<file path="config.mk">
export PLATFORM = sky130hd
export DESIGN_NAME = lpbsm_dev_flat
export DESIGN_NICKNAME = d
export VERILOG_FILES = /design/src/hdl/lpbsm_pkg.sv /design/src/hdl/lpbsm_if.sv /design/src/hdl/lpbsm_bank.sv /design/src/hdl/lpbsm_dev.sv /design/src/flat_wrapper.sv
export SDC_FILE = /design/constraint.sdc
export NUM_CORES = 1
export LEC_CHECK = 0
export BUFFER_PORTS_ARGS = -buffer_cell sky130_fd_sc_hd__buf_2
export CAP_MARGIN = 15
export CORE_MARGIN = 2
export CORE_UTILIZATION = 63
export CTS_CLUSTER_DIAMETER = 150
export DETAILED_ROUTE_END_ITERATION = 12
export GPL_TIMING_DRIVEN = 1
export PLACE_DENSITY = 0.82
export SLEW_MARGIN = 25
export SYNTH_ARGS = -nofsm -noshare
export SYNTH_HDL_FRONTEND = slang
export SYNTH_SLANG_ARGS = --single-unit
</file>
<file path="constraint.sdc">
create_clock -name sys_clk -period 4.3 [get_ports sys_clk]
set_clock_uncertainty 0.1 [all_clocks]
set_input_delay 0.43 -clock sys_clk [delete_from_list [all_inputs] [get_ports sys_clk]]
set_output_delay 0.43 -clock sys_clk [all_outputs]
set_load 0.005 [all_outputs]
</file>
<file path="src/hdl/lpbsm_pkg.sv">
/*
 lpbsm_pkg: commands, bank and device states, timing counts and shared
 decoding for the bank/power state machine of a low power DDR memory.
 Assumes a 125 MHz sys_clk; the command bus is already decoded to commands.
*/
package lpbsm_pkg;
	localparam int NBANK = 8;
	localparam int CLK_PS = 8000;
	// timings in picoseconds, rounded up to whole cycles
	localparam int T_RCD_PS = 18000;
	localparam int T_RP_PS = 21000;
	localparam int T_RFCPB_PS = 60000;
	localparam int T_RFCAB_PS = 130000;
	localparam int T_XP_PS = 7500;
	localparam int T_XSR_PS = 140000;
	localparam int T_INIT5_PS = 10000000;
	localparam logic [7:0] RCD_CYC = 8'((T_RCD_PS + CLK_PS - 1) / CLK_PS);
	localparam logic [7:0] RP_CYC = 8'((T_RP_PS + CLK_PS - 1) / CLK_PS);
	localparam logic [7:0] RFCPB_CYC = 8'((T_RFCPB_PS + CLK_PS - 1) / CLK_PS);
	localparam logic [7:0] RFCAB_CYC = 8'((T_RFCAB_PS + CLK_PS - 1) / CLK_PS);
	localparam logic [7:0] XP_CYC = 8'((T_XP_PS + CLK_PS - 1) / CLK_PS);
	localparam logic [7:0] XSR_CYC = 8'((T_XSR_PS + CLK_PS - 1) / CLK_PS);
	localparam logic [10:0] INIT5_CYC = 11'((T_INIT5_PS + CLK_PS - 1) / CLK_PS);
	// timings given directly in cycles
	localparam logic [7:0] MRR_CYC = 8'h02;
	localparam logic [7:0] MRW_CYC = 8'h05;
	localparam logic [7:0] BURST_CYC = 8'h04;

	typedef enum logic [3:0] {
		CMD_NOP, CMD_ACT, CMD_RD, CMD_WR, CMD_PRE, CMD_REF_PB, CMD_REF_AB,
		CMD_MRW, CMD_MRR, CMD_RESET, CMD_BST, CMD_SREF, CMD_DPD
	} lpbsm_cmd_t;

	typedef enum logic [3:0] {
		B_IDLE, B_ACTIVATING, B_ACTIVE, B_READING, B_WRITING, B_RD_AP, B_WR_AP,
		B_PRECHARGING, B_REFRESHING, B_MRR_IDLE, B_MRR_ACT
	} lpbsm_bank_t;

	typedef enum logic [3:0] {
		DS_POWER_ON, DS_RESETTING, DS_RST_MRR, DS_RUN, DS_APD, DS_IPD, DS_RPD,
		DS_SREF, DS_DPD, DS_REF_ALL, DS_MRW
	} lpbsm_dev_t;

	// bank commands a bank accepts in its current state
	function automatic logic cmd_ok(lpbsm_bank_t s, lpbsm_cmd_t c);
		case (s)
			B_IDLE: return c inside {CMD_ACT, CMD_PRE, CMD_REF_PB, CMD_MRR};
			B_ACTIVE: return c inside {CMD_RD, CMD_WR, CMD_MRR, CMD_PRE};
			B_READING: return c == CMD_RD;
			B_WRITING: return c == CMD_WR;
			default: return 1'b0;
		endcase
	endfunction

	// length of the nop-only window that follows a command
	function automatic logic [7:0] nop_len(lpbsm_cmd_t c);
		case (c)
			CMD_REF_PB: return RFCPB_CYC;
			CMD_REF_AB: return RFCAB_CYC;
			CMD_MRR: return MRR_CYC;
			CMD_MRW, CMD_RESET: return MRW_CYC;
			default: return 8'h00;
		endcase
	endfunction

	// does a forwarded command address bank idx
	function automatic logic bank_hit(lpbsm_cmd_t c, logic ab, logic [2:0] ba, logic [2:0] idx);
		return (c == CMD_PRE && ab) || (c != CMD_BST && ba == idx);
	endfunction
endpackage

</file>
<file path="src/hdl/lpbsm_if.sv">
/*
 lpbsm_if: command link between the memory controller end and the device end.
 Assumes both ends share sys_clk; the controller drives every signal.
*/
`timescale 1ns/10ps
interface lpbsm_if;
	import lpbsm_pkg::*;
	logic cke;
	logic cs_n;
	lpbsm_cmd_t cmd;
	logic [2:0] ba;
	logic ap;
	logic ab;
	modport dev (input cke, cs_n, cmd, ba, ap, ab);
	modport ctl (output cke, cs_n, cmd, ba, ap, ab);
endinterface

</file>
<file path="src/hdl/lpbsm_bank.sv">
/*
 lpbsm_bank: state of one bank with its own timer.
 Assumes only commands legal for the current state are presented with hit.
*/
`timescale 1ns/10ps
module lpbsm_bank (
	input wire logic sys_clk,
	input wire logic rst,
	input wire lpbsm_pkg::lpbsm_cmd_t cmd,
	input wire logic hit,
	input wire logic ap,
	input wire logic bst_hit,
	output lpbsm_pkg::lpbsm_bank_t state
);
	import lpbsm_pkg::*;

	typedef struct packed {
		lpbsm_bank_t st;
		logic [7:0] cnt;
	} lpbsm_bst_t;

	lpbsm_bst_t s_r;
	lpbsm_bst_t s_nxt;
	logic done;

	// next bank state
	always_comb begin
		s_nxt = s_r;
		done = (s_r.cnt == 8'h01);
		if (s_r.cnt != 8'h00) s_nxt.cnt = s_r.cnt - 8'h01;
		unique case (s_r.st)
			B_IDLE, B_ACTIVE, B_READING, B_WRITING: begin
				if (hit && cmd == CMD_ACT) begin
					s_nxt.st = B_ACTIVATING;
					s_nxt.cnt = RCD_CYC;
				end else if (hit && cmd == CMD_PRE) begin
					s_nxt.st = B_PRECHARGING;
					s_nxt.cnt = RP_CYC;
				end else if (hit && cmd == CMD_REF_PB) begin
					s_nxt.st = B_REFRESHING;
					s_nxt.cnt = RFCPB_CYC;
				end else if (hit && cmd == CMD_MRR) begin
					s_nxt.st = (s_r.st == B_IDLE) ? B_MRR_IDLE : B_MRR_ACT;
					s_nxt.cnt = MRR_CYC;
				end else if (hit && cmd == CMD_RD) begin
					s_nxt.st = ap ? B_RD_AP : B_READING;
					s_nxt.cnt = ap ? BURST_CYC + RP_CYC : BURST_CYC;
				end else if (hit && cmd == CMD_WR) begin
					s_nxt.st = ap ? B_WR_AP : B_WRITING;
					s_nxt.cnt = ap ? BURST_CYC + RP_CYC : BURST_CYC;
				end else if (bst_hit) begin
					s_nxt.st = B_ACTIVE;
					s_nxt.cnt = 8'h00;
				end else if (done && s_r.st inside {B_READING, B_WRITING}) begin
					s_nxt.st = B_ACTIVE;
				end
			end
			B_ACTIVATING, B_MRR_ACT: begin
				if (done) s_nxt.st = B_ACTIVE;
			end
			B_RD_AP, B_WR_AP, B_PRECHARGING, B_REFRESHING, B_MRR_IDLE: begin
				if (done) s_nxt.st = B_IDLE;
			end
		endcase
	end

	// state register
	always_ff @(posedge sys_clk or posedge rst) begin
		if (rst) begin
			s_r <= '{st: B_IDLE, cnt: 8'h00};
		end else begin
			s_r <= s_nxt;
		end
	end

	assign state = s_r.st;
endmodule

</file>
<file path="src/hdl/lpbsm_dev.sv">
/*
 lpbsm_dev: device end; power states chosen by cke, eight bank machines,
 nop-only windows and a violation flag for commands that break them.
 Assumes link signals are synchronous to sys_clk and driven by the controller.
*/
// Notes on behaviour
// next power state from both cke samples
// nop with cke fall, banks open: active power down
// nop with cke fall, banks idle: idle power down
// self refresh entered idle, exits to idle
// deep power down exits to power on
// resetting power down exits by init time
// only nops until power down exit time
// clock toggles during exit intervals
// unlisted state and cke combinations are illegal
// activate holds bank until row delay met
// precharge lasts row precharge time, even idle
// per bank refresh: idle bank, nops after
// all bank refresh: all idle, nops after
// mode read returns bank to prior state
// mode write: all idle, nops, then idle
// reset starts init from idle or power on
// active bank takes read, write, mrr, precharge
// no write into read burst without terminate
// no read into write burst without terminate
// burst terminate ends most recent burst
// auto precharge keeps bank busy then idle
// other banks obey their own state
// flag any command in protected windows; self refresh and deep power down entry on a cke fall are not flagged
`timescale 1ns/10ps
module lpbsm_dev (
	input wire logic sys_clk,
	input wire logic rst,
	lpbsm_if.dev link,
	output lpbsm_pkg::lpbsm_dev_t dev_state,
	output lpbsm_pkg::lpbsm_bank_t [lpbsm_pkg::NBANK-1:0] bank_state,
	output logic violation
);
	import lpbsm_pkg::*;

	typedef struct packed {
		lpbsm_dev_t st;
		logic cke_prev;
		logic [7:0] nop;
		logic [10:0] init;
		logic [2:0] last;
		logic viol;
	} lpbsm_dst_t;

	lpbsm_dst_t s_r;
	lpbsm_dst_t s_nxt;
	lpbsm_cmd_t cmd_e;
	lpbsm_cmd_t bcmd;
	logic fwd;
	logic all_idle;
	logic pre_ok;
	logic hi;
	logic fall;
	logic rise;
	logic busy;

	// power and device state, command checking
	always_comb begin
		s_nxt = s_r;
		fwd = 1'b0;
		cmd_e = link.cs_n ? CMD_NOP : link.cmd;
		all_idle = 1'b1;
		pre_ok = 1'b1;
		for (int i = 0; i < NBANK; i++) begin
			all_idle = all_idle & (bank_state[i] == B_IDLE);
			pre_ok = pre_ok & cmd_ok(bank_state[i], CMD_PRE);
		end
		hi = s_r.cke_prev && link.cke;
		fall = s_r.cke_prev && !link.cke;
		rise = !s_r.cke_prev && link.cke;
		busy = (s_r.nop != 8'h00);
		s_nxt.cke_prev = link.cke;
		s_nxt.viol = 1'b0;
		if (busy) s_nxt.nop = s_r.nop - 8'h01;
		if (s_r.init != 11'h000) s_nxt.init = s_r.init - 11'h001;
		if (link.cke && busy && cmd_e != CMD_NOP) s_nxt.viol = 1'b1;
		unique case (s_r.st)
			DS_POWER_ON: begin
				if (hi && !busy && cmd_e == CMD_RESET) begin
					s_nxt.st = DS_RESETTING;
					s_nxt.init = INIT5_CYC;
					s_nxt.nop = nop_len(cmd_e);
				end else if (cmd_e != CMD_NOP) begin
					s_nxt.viol = 1'b1;
				end
			end
			DS_RESETTING: begin
				if (fall && cmd_e == CMD_NOP) begin
					s_nxt.st = DS_RPD;
				end else if (hi && !busy && cmd_e == CMD_MRR) begin
					s_nxt.st = DS_RST_MRR;
					s_nxt.nop = nop_len(cmd_e);
				end else if (cmd_e != CMD_NOP) begin
					s_nxt.viol = 1'b1;
				end else if (s_r.init < 11'h002) begin
					s_nxt.st = DS_RUN;
				end
			end
			DS_RST_MRR: begin
				if (s_r.nop == 8'h01) s_nxt.st = DS_RESETTING;
			end
			DS_REF_ALL, DS_MRW: begin
				if (s_r.nop == 8'h01) s_nxt.st = DS_RUN;
			end
			DS_RUN: begin
				if (fall) begin
					if (cmd_e == CMD_NOP) begin
						s_nxt.st = all_idle ? DS_IPD : DS_APD;
					end else if (cmd_e == CMD_SREF && all_idle) begin
						s_nxt.st = DS_SREF;
					end else if (cmd_e == CMD_DPD && all_idle) begin
						s_nxt.st = DS_DPD;
					end else begin
						s_nxt.viol = 1'b1;
					end
				end else if (hi && !busy && cmd_e != CMD_NOP) begin
					if (cmd_e inside {CMD_REF_AB, CMD_MRW, CMD_RESET}) begin
						if (!all_idle) begin
							s_nxt.viol = 1'b1;
						end else if (cmd_e == CMD_REF_AB) begin
							s_nxt.st = DS_REF_ALL;
						end else if (cmd_e == CMD_MRW) begin
							s_nxt.st = DS_MRW;
						end else begin
							s_nxt.st = DS_RESETTING;
							s_nxt.init = INIT5_CYC;
						end
					end else if (cmd_e == CMD_BST) begin
						fwd = bank_state[s_r.last] inside {B_READING, B_WRITING};
					end else if (cmd_e == CMD_PRE && link.ab) begin
						fwd = pre_ok;
					end else if (cmd_e inside {CMD_ACT, CMD_RD, CMD_WR, CMD_PRE, CMD_REF_PB, CMD_MRR}) begin
						fwd = cmd_ok(bank_state[link.ba], cmd_e);
					end
					if (!fwd && !(cmd_e inside {CMD_REF_AB, CMD_MRW, CMD_RESET} && all_idle)) begin
						s_nxt.viol = 1'b1;
					end else begin
						s_nxt.nop = nop_len(cmd_e);
					end
					if (fwd && cmd_e inside {CMD_RD, CMD_WR}) s_nxt.last = link.ba;
				end
			end
			DS_APD, DS_IPD, DS_SREF, DS_RPD, DS_DPD: begin
				if (rise && link.cs_n) begin
					s_nxt.nop = (s_r.st == DS_SREF) ? XSR_CYC : XP_CYC;
					unique case (s_r.st)
						DS_APD, DS_IPD, DS_SREF: s_nxt.st = DS_RUN;
						DS_RPD: s_nxt.st = (s_r.init == 11'h000) ? DS_RUN : DS_RESETTING;
						DS_DPD: begin
							s_nxt.st = DS_POWER_ON;
							s_nxt.nop = 8'h00;
						end
					endcase
				end else if (rise) begin
					s_nxt.viol = 1'b1;
				end
			end
		endcase
	end

	// state register
	always_ff @(posedge sys_clk or posedge rst) begin
		if (rst) begin
			s_r <= '{st: DS_POWER_ON, cke_prev: 1'b0, nop: 8'h00, init: 11'h000,
				last: 3'h0, viol: 1'b0};
		end else begin
			s_r <= s_nxt;
		end
	end

	// bank machines see only accepted commands
	assign bcmd = fwd ? cmd_e : CMD_NOP;
	for (genvar g = 0; g < NBANK; g++) begin : g_bank
		lpbsm_bank u_bank (
			.sys_clk(sys_clk),
			.rst(rst),
			.cmd(bcmd),
			.hit(fwd && bank_hit(cmd_e, link.ab, link.ba, 3'(g))),
			.ap(link.ap),
			.bst_hit(fwd && cmd_e == CMD_BST && s_r.last == 3'(g)),
			.state(bank_state[g])
		);
	end

	assign dev_state = s_r.st;
	assign violation = s_r.viol;
endmodule

</file>
<file path="src/flat_wrapper.sv">
// flat-port wrapper written by rule: the top's interface ports become plain ports
module lpbsm_dev_flat import lpbsm_pkg::*;
  (sys_clk, rst, dev_state, bank_state, violation, link_cke, link_cs_n, link_cmd, link_ba, link_ap, link_ab);
  lpbsm_if link_i ();
  input wire logic sys_clk;
  input wire logic rst;
  output lpbsm_pkg::lpbsm_dev_t dev_state;
  output lpbsm_pkg::lpbsm_bank_t [lpbsm_pkg::NBANK-1:0] bank_state;
  output logic violation;
  input wire logic [$bits(link_i.cke)-1:0] link_cke;
  input wire logic [$bits(link_i.cs_n)-1:0] link_cs_n;
  input wire logic [$bits(link_i.cmd)-1:0] link_cmd;
  input wire logic [$bits(link_i.ba)-1:0] link_ba;
  input wire logic [$bits(link_i.ap)-1:0] link_ap;
  input wire logic [$bits(link_i.ab)-1:0] link_ab;
  assign link_i.cke = link_cke;
  assign link_i.cs_n = link_cs_n;
  assign link_i.cmd = link_cmd;
  assign link_i.ba = link_ba;
  assign link_i.ap = link_ap;
  assign link_i.ab = link_ab;
  lpbsm_dev u_core (.sys_clk(sys_clk), .rst(rst), .link(link_i), .dev_state(dev_state), .bank_state(bank_state), .violation(violation));
endmodule
</file>
==> results of run 1 <==
## synthesized netlist by cell type (13+ instances only)
| master | number |
|---|---|
| o21ai_0 | 77 |
| xor2_1 | 25 |
| buf_2 | 14 |
| a31oi_1 | 21 |
| o211ai_1 | 13 |
| ha_1 | 29 |
| and2_1 | 14 |
| inv_1 | 42 |
| nor2_1 | 133 |
| nor3_1 | 55 |
| xnor2_1 | 49 |
| dfrtp_1 | 124 |
| a21oi_1 | 71 |
| nand2_1 | 116 |
| nand4_1 | 13 |
| nor4_1 | 21 |
| mux4_2 | 13 |
| nand3_1 | 31 |
| nor2b_1 | 23 |
| buf_4 | 37 |
| clkbuf_1 | 53 |
| nand2b_1 | 16 |
## per-layer routing
layer  GRT usage  up-vias  wire length (um)
li1            -     4265                 -
met1      0.4699     4453             11390
met2      0.5565      552             12950
met3     0.09771      118              3242
met4      0.1598        0              1199
met5           0        -                 0
## critical path, delay by kind of cell, from the launching register on
kind,cells,cell delay (ns)
simple gates,3,0.85
mux,1,0.60
flops,1,0.79
compound gates,5,1.27
## kinds of logic after synthesis
| group | Yosys count | share of synthesized area |
|---|---|---|
| AO/OA/AOI/OAI | 295 | 0.1932 |
| XOR/XNOR | 74 | 0.06601 |
| adder cells (fa/ha/maj) | 29 | 0.03696 |
| buffers and inverters | 150 | 0.07481 |
| flip-flops | 124 | 0.3160 |
| multiplexers | 30 | 0.04843 |
| AND/OR/NAND/NOR | 508 | 0.2646 |
## registers in the layout, indices dropped and copies added, names as in the netlist
register                    count
u_core.s_r                     23
u_core.g_bank.u_bank.state     32
u_core.violation                1
u_core.dev_state                4
u_core.g_bank.u_bank.s_r       64
## power by group
part	internal (mW)	switching (mW)	leakage (nW)	total [mW]
registers	1.47	0.353	1.50	1.82
logic	0.674	0.884	2.57	1.56
clock network	1.08	0.567	0.315	1.65
total	3.22	1.80	4.39	5.03
## area by class of cell
| type | instances | area [um^2] |
|---|---|---|
| clock buffers | 17 | 425.4 |
| clock inverters | 15 | 246.5 |
| fillers | 1229 | 4690 |
| inverters | 42 | 160.2 |
| multi-input cells | 936 | 5987 |
| flip-flops and latches | 124 | 3103 |
| well taps | 188 | 235.2 |
| repair buffers | 62 | 355.3 |
## cells in the final DEF, fill, tap and decap left out, types with 13 or more instances in the layout
cell type	n
o211ai_1	13
buf_2	49
nand2b_1	16
nor2_1	133
nor3_1	55
nand4_1	13
o21ai_0	77
ha_1	29
inv_1	41
a21oi_1	71
xnor2_1	49
xor2_1	25
nor2b_1	23
dfrtp_1	124
nand3_1	31
a31oi_1	21
nor4_1	21
and2_1	14
clkbuf_16	17
nand2_1	116
mux4_2	13
## path summary, 6_finish.rpt
path	to	slack (ns)	from	cells after the start
worst max-delay path	u_core.g_bank[4].u_bank.state[1]	0.56	u_core.s_r[2]	9
worst min-delay path	u_core.g_bank[7].u_bank.s_r[3]	0.04	rst	2
worst max register to register	u_core.g_bank[4].u_bank.state[1]	0.56	u_core.s_r[2]	9
worst min register to register	u_core.s_r[14]	0.43	u_core.s_r[14]	1
max in group asynchronous	u_core.g_bank[1].u_bank.s_r[6]	3.25	rst	3
min in group sys_clk	u_core.s_r[23]	0.12	link_cke	1
## stage by stage
stage | hold WS, ns | area [um^2]
after detailed placement | 0.4142 | 9841
final | 0.03715 | 10510
after global routing | 0.1090 | 10510
after CTS | 0.06967 | 10510
after global placement | 0.4033 | 9841
after floorplan | 0.3614 | 9818
==> qor.csv, run 1 <==
metric;value;unit
Post-DRT Antenna Nets;0;
vias per cell;6.783;
top-area cell type share of the netlist area;0.3160;
Max stage delay cell, worst path;dfrtp_1;
drc violations;0;
Final nets;1225;
GRT Resource Usage Total;0.3579;
pre-CTS setup slack;0.6347;ns
synthesized area per cell;8.114;um^2
Starting DRT DRC Count;1094;
GRT overflow;0;
RSZ-0062 raised after global routing;no;
Die W;128.8;um
Max Freq;267.6;MHz
Finished Layout Cells;1384;
CP Max Fanout;17;
Yosys reg bits;124;
Final setup violation count;0;
first-pass GRT wire length;46180;um
H-tree levels;4;
Crit Path Category;reg -> reg;
DR vias;9388;
Die Area;0.01660;mm^2
Starting Density;0.6458;
Pwr Density;478.2;mW/mm^2
crit-path cells;mux4_2 -> nor3b_1 -> o21ai_1 -> a21oi_2 -> a211o_1 -> nand3_1 -> a211o_1 -> and4_1 -> a221o_1;
final max-slew violation count;0;
synthesized cell area;0.009818;mm^2
PnR worst setup slack;0.5627;ns
synth top area cells;dfrtp_1, nor2_1, nand2_1, xnor2_1, o21ai_0;
ys flop type;dfrtp_1;
CTS Buf Count;17;
Min-Delay Path Class;in -> async;
drt pass-1 iters;6;
layout cells sized above 1;0.1229;
setup bufs post-CTS;0;
yosys warns;0;
cts hold-fix bufs;0;
critical path's largest stage delay;0.79;ns
Seq/Total Area, Yosys;0.3160;
Req. time, crit path;4.52;ns
core area;0.01520;mm^2
root buf cell;clkbuf_16;
Tcrit/Tclk final;0.8691;
P&R area growth vs syn;7.073;%
Worst Setup Start Kind;flop;
crit path DAT;3.96;ns
clock slew at reported path FFs;0.06;ns
antenna violations before repair;0;
post-synth cell types;85;
crit path time final;3.737;ns
syn_nets;1252;
CTS tree;built;
Finished Core Util;0.6915;
Final HPWL DP;20070;um
drt total wl;28780;um
Row Count;45;
Clock Latency Late Sink;0.44;ns
post-cts sizing count;0;
Max IR drop VDD;0.4856;mV
Die Y;128.8;um
worst slew pin tran;1.119;ns
EDFF count, synth;0;
CP most frequent cell;a211o_1;
vias in the first global route;8822;
final total negative setup slack;0;ns
Post-synth ARST share;1.000;
largest net degree at the start of global routing;64;
leading area contributor after synthesis;dfrtp_1;
wire per inst;20.79;um
Lkg Pwr;4.386;nW
cell count after synthesis;1210;
Worst setup EP type;flop;
port bufs;49;
Slew Limit Headroom;0.2493;
Max Cap Viol;0;
total power;5.028;mW
RD Place Congestion;1.093;
Final Hold Viols;0;
ant diodes;0;
placed insts;1352;
status;complete, no violations;
clk buf depth;2;
CTS Sinks;124;
IO Pins;50;
No activity file was read; power rests on OpenSTA's default activity.
==> run 2: changes to the inputs <==
- clock period: 4.3 -> 4.1 ns (I/O delays scaled with it)
==> qor.csv, run 2 (same netlist as run 1, synthesis figures left out) <==
metric;value;unit;change
Post-DRT Antenna Nets;0;;unchanged
first-pass GRT wire length;45770;um;-0.88%
vias in the first global route;8590;;-2.6%
Row Count;45;;unchanged
vias per cell;6.621;;-2.4%
GRT overflow;0;;unchanged
setup bufs post-CTS;0;;unchanged
Finished Core Util;0.6930;;+0.001481
crit path DAT;3.93;ns;-0.03 ns
most frequent cells in the layout;nor2_1, dfrtp_1, nand2_1;;
CTS Buf Count;17;;unchanged
core area;0.01520;mm^2;unchanged
IO Pins;50;;unchanged
CTS tree;built;;
Starting Density;0.6458;;unchanged
Max Freq;268.9;MHz;+0.50%
P&R area growth vs syn;7.302;%;
Worst Setup Start Kind;flop;;
drt pass-1 iters;7;;+1
PnR worst setup slack;0.3814;ns;-0.1812 ns
Crit Path Category;reg -> reg;;
violated checks;negative hold slack;;
Largest register FFs;64;;unchanged
wire per inst;20.69;um;-0.48%
status;complete, but fails checks;;
Worst setup EP type;flop;;
layout cells sized above 1;0.1262;;+0.003336
cts hold-fix bufs;0;;unchanged
crit path time final;3.719;ns;-0.01877 ns
crit path from;u_core.s_r[1];;
largest net degree at the start of global routing;71;;+11%
Lkg Pwr;4.424;nW;+0.86%
Pwr Density;488.7;mW/mm^2;+2.2%
root buf cell;clkbuf_16;;
antenna violations before repair;0;;unchanged
CTS Sinks;124;;unchanged
clock share of power;0.311;;-0.018
worst slew pin tran;1.134;ns;+0.01562 ns
drc violations;0;;unchanged
clk buf depth;2;;unchanged
final total negative setup slack;0;ns;unchanged
NetSw;1.837;mW;+1.8%
Slew Limit Headroom;0.2411;;-0.008200
commonest non-fill, non-tap cell in the layout;nor2_1;;
Starting DRT DRC Count;1089;;-0.46%
Fin Hold WS;-0.01794;ns;-0.05509 ns
Tcrit/Tclk final;0.9070;;+0.03782
Comb pwr share;0.319;;+0.009
Final HPWL DP;20360;um;+1.4%
Flop pwr share;0.370;;+0.008
Final nets;1235;;+0.82%
Max IR drop VDD;0.4129;mV;-15%
Max Cap Viol;0;;unchanged
RD Place Congestion;1.026;;-6.2%
Min-Delay Path Class;in -> async;;
Final setup violation count;0;;unchanged
RSZ-0062 raised after global routing;no;;
clock slew at reported path FFs;0.05;ns;about the same
Final Hold Viols;13;;+13
Req. time, crit path;4.31;ns;-0.21 ns
Die Area;0.01660;mm^2;unchanged
CP Max Fanout;13;;-4
final max-slew violation count;0;;unchanged
internal power;3.312;mW;+2.7%
Die Y;128.8;um;unchanged
DR vias;9216;;-1.8%
H-tree levels;4;;unchanged
ant diodes;0;;unchanged
GRT Resource Usage Total;0.3556;;-0.002322
largest reg by FF count;u_core.g_bank.u_bank.s_r;;
filler instances;1193;;-2.9%
post-cts sizing count;0;;unchanged
pre-CTS setup slack;0.4107;ns;-0.2240 ns
Switching Share;0.3568;;-0.002049
port bufs;49;;unchanged
Die W;128.8;um;unchanged
FF-to-FF Start;u_core.s_r[1];;
drt total wl;28810;um;about the same
Clock Latency Late Sink;0.43;ns;about the same
## run 2: cell types whose count changed in the layout (fill, tap and decap cells not counted), sizes merged
cell / delta
clkinv: -4
clkbuf: +7
bufinv: -2
clkinvlp: -4
buf: +10
inv: +1
## run 2: critical path: stages (launching register included)
cell,delay (ns)
dfrtp_1,0.60
mux4_2,0.58
and3b_1,0.26
o21ai_1,0.10
a21oi_2,0.35
a211o_1,0.39
nand3_1,0.40
a211o_1,0.34
and4_1,0.21
a221o_1,0.27
## run 2: power groups by stage
stage               Sequential (mW)  Combinational, mW  Clock, mW
finish                         1.91               1.64       1.60
global route                   1.96               1.84       1.67
CTS                            1.90               1.62       1.61
detailed placement             1.92               1.59          0
global placement               1.90               1.56          0
floorplan                      1.79               1.35          0
## run 2: through the flow
stage,power (mW),instance area (um^2),instances
floorplan,3.136,9818,1210
global placement,3.455,9916,1362
detailed placement,3.509,9916,1362
CTS,5.132,10530,1392
global route,5.472,10540,1392
finish,5.149,10540,1392
## run 2: area by class of cell
class / instances / area, um^2 / area share
multi-input combinational: 936 / 5991 / 0.5686
sequential: 124 / 3103 / 0.2945
inverter: 42 / 160.2 / 0.01520
timing repair buffer: 72 / 430.4 / 0.04086
tap: 188 / 235.2 / 0.02233
clock buffer: 24 / 481.7 / 0.04572
clock inverter: 6 / 133.9 / 0.01271
## run 2: final timing paths
check	to	slack [ns]	cells after the start
worst max-delay path	u_core.g_bank[4].u_bank.state[1]	0.38	9
worst min-delay path	u_core.g_bank[7].u_bank.s_r[6]	-0.02	2
worst max register to register	u_core.g_bank[4].u_bank.state[1]	0.38	9
worst min register to register	u_core.s_r[14]	0.42	1
max in group asynchronous	u_core.g_bank[3].u_bank.s_r[1]	3.11	3
min in group sys_clk	u_core.s_r[23]	0.10	1
## run 2: per-layer routing
| layer | track usage | part of all wire | up-vias |
|---|---|---|---|
| li1 | - | - | 4294 |
| met1 | 0.4803 | 0.41 | 4344 |
| met2 | 0.5459 | 0.45 | 471 |
| met3 | 0.1015 | 0.10 | 107 |
| met4 | 0.1349 | 0.035 | 0 |
| met5 | 0 | 0 | - |
==> run 3: changes to the inputs <==
- PLACE_DENSITY: 0.82 -> 0.79
==> qor.csv, run 3 (same netlist as run 1, synthesis figures left out) <==
metric;value;unit;change
Die Area;0.01660;mm^2;unchanged
NetSw;1.832;mW;-0.29%
CP Max Fanout;11;;-2
Row Count;45;;unchanged
Max Freq;288.3;MHz;+7.2%
Worst Setup Start Kind;flop;;
most frequent cells in the layout;nor2_1, dfrtp_1, nand2_1;;
ant diodes;0;;unchanged
crit path time final;3.468;ns;-0.2505 ns
cts hold-fix bufs;0;;unchanged
DR vias;9341;;+1.4%
Final HPWL DP;20270;um;-0.45%
core area;0.01520;mm^2;unchanged
IO Pins;50;;unchanged
Post-DRT Antenna Nets;0;;unchanged
Final setup violation count;0;;unchanged
drt total wl;28400;um;-1.4%
Tcrit/Tclk final;0.8459;;-0.06110
Flop pwr share;0.381;;+0.011
wire per inst;20.32;um;-1.8%
worst slew pin tran;1.106;ns;-0.02829 ns
layout cells sized above 1;0.1314;;+0.005159
post-cts sizing count;0;;unchanged
Min-Delay Path Class;in -> async;;
PnR worst setup slack;0.6320;ns;+0.2505 ns
H-tree levels;4;;unchanged
Clock Latency Late Sink;0.43;ns;about the same
setup bufs post-CTS;0;;unchanged
Comb pwr share;0.324;;+0.005
commonest non-fill, non-tap cell in the layout;nor2_1;;
Max Cap Viol;0;;unchanged
Starting DRT DRC Count;1111;;+2.0%
area post-placement;0.009946;mm^2;+0.30%
final total negative setup slack;0;ns;unchanged
first-pass GRT wire length;45550;um;-0.50%
Slew Limit Headroom;0.2600;;+0.01893
Pwr Density;473.3;mW/mm^2;-3.2%
placed insts;1366;;+0.29%
crit path DAT;3.69;ns;-0.24 ns
CTS Buf Count;17;;unchanged
filler instances;1260;;+5.6%
Switching Share;0.3679;;+0.01111
GRT Resource Usage Total;0.3492;;-0.006370
RSZ-0062 raised after global routing;no;;
drt pass-1 iters;8;;+1
Die W;128.8;um;unchanged
Lkg Pwr;4.414;nW;-0.21%
vias in the first global route;8700;;+1.3%
vias per cell;6.682;;+0.92%
Fin Hold WS;-0.01854;ns;-0.0005963 ns
drc violations;0;;unchanged
Crit Path Category;reg -> reg;;
clock share of power;0.295;;-0.016
root buf cell;clkbuf_16;;
Worst setup EP type;flop;;
Finished Layout Cells;1398;;+0.43%
CTS Sinks;124;;unchanged
Die Y;128.8;um;unchanged
pre-CTS setup slack;0.5655;ns;+0.1548 ns
Max IR drop VDD;0.4284;mV;+3.8%
RD Place Congestion;1.048;;+2.2%
Final nets;1239;;+0.32%
final max-slew violation count;0;;unchanged
total power;4.979;mW;-3.3%
clock slew at reported path FFs;0.06;ns;about the same
largest net degree at the start of global routing;73;;+2.8%
clk buf depth;2;;unchanged
Finished Core Util;0.6921;;-0.0009050
antenna violations before repair;0;;unchanged
status;complete, but fails checks;;
largest reg by FF count;u_core.g_bank.u_bank.s_r;;
Final Hold Viols;19;;+6
port bufs;49;;unchanged
Post-Layout Inst Area;0.01052;mm^2;-0.13%
GRT overflow;0;;unchanged
Largest register FFs;64;;unchanged
Starting Density;0.6458;;unchanged
violated checks;negative hold slack;;
CTS tree;built;;
internal power;3.147;mW;-5.0%
P&R area growth vs syn;7.162;%;
Req. time, crit path;4.32;ns;about the same
-- run 3: changes by cell type in the layout (fill, tap and decap cells not counted), sizes merged --
cell      delta
buf          +4
clkinvlp     +4
bufinv       -3
clkinv       +3
clkbuf       -1
inv          -1
-- run 3: path summary, 6_finish.rpt --
path | cells past startpoint | slack (ns) | end | start
max reg2reg | 10 | 0.63 | u_core.g_bank[0].u_bank.state[1] | u_core.s_r[1]
max in group asynchronous | 3 | 3.09 | u_core.g_bank[3].u_bank.s_r[2] | rst
min | 2 | -0.02 | u_core.g_bank[7].u_bank.s_r[6] | rst
max | 10 | 0.63 | u_core.g_bank[0].u_bank.state[1] | u_core.s_r[1]
min reg2reg | 1 | 0.42 | u_core.s_r[14] | u_core.s_r[14]
min in group sys_clk | 1 | 0.10 | u_core.s_r[23] | link_cke
-- run 3: power by group through the flow --
stage | Sequential, mW | Combinational [mW] | Clock (mW)
after floorplan | 1.79 | 1.35 | 0
after global placement | 1.90 | 1.55 | 0
after detailed placement | 1.91 | 1.58 | 0
after CTS | 1.89 | 1.60 | 1.48
after global routing | 1.96 | 1.81 | 1.54
final | 1.90 | 1.61 | 1.47
-- run 3: final cells by class --
type	instances	area, um^2	share of cell area
sequential	124	3103	0.2949
multi-input combinational	936	5987	0.5690
clock buffer	23	488.0	0.04638
tap	188	235.2	0.02236
clock inverter	9	87.58	0.008324
timing repair buffer	76	460.4	0.04376
inverter	42	160.2	0.01522
-- run 3: critical path, cell delays in order, from the launching register on --
cell and delay [ns]:
dfrtp_1 0.62, mux4_2 0.57, and3b_1 0.23, o21ai_1 0.11, a21oi_2 0.28, a211oi_2 0.10, buf_4 0.19, nor3_2 0.48
mux2i_1 0.30, o21bai_1 0.08, a211o_1 0.29
-- run 3: metal layers --
metal  global-route usage  vias up  routed length (um)
li1                     -     4304                   -
met1               0.4779     4418               11710
met5                    0        -                   0
met3              0.08607       99                3058
met4               0.1362        0                 974
met2               0.5372      520               12660
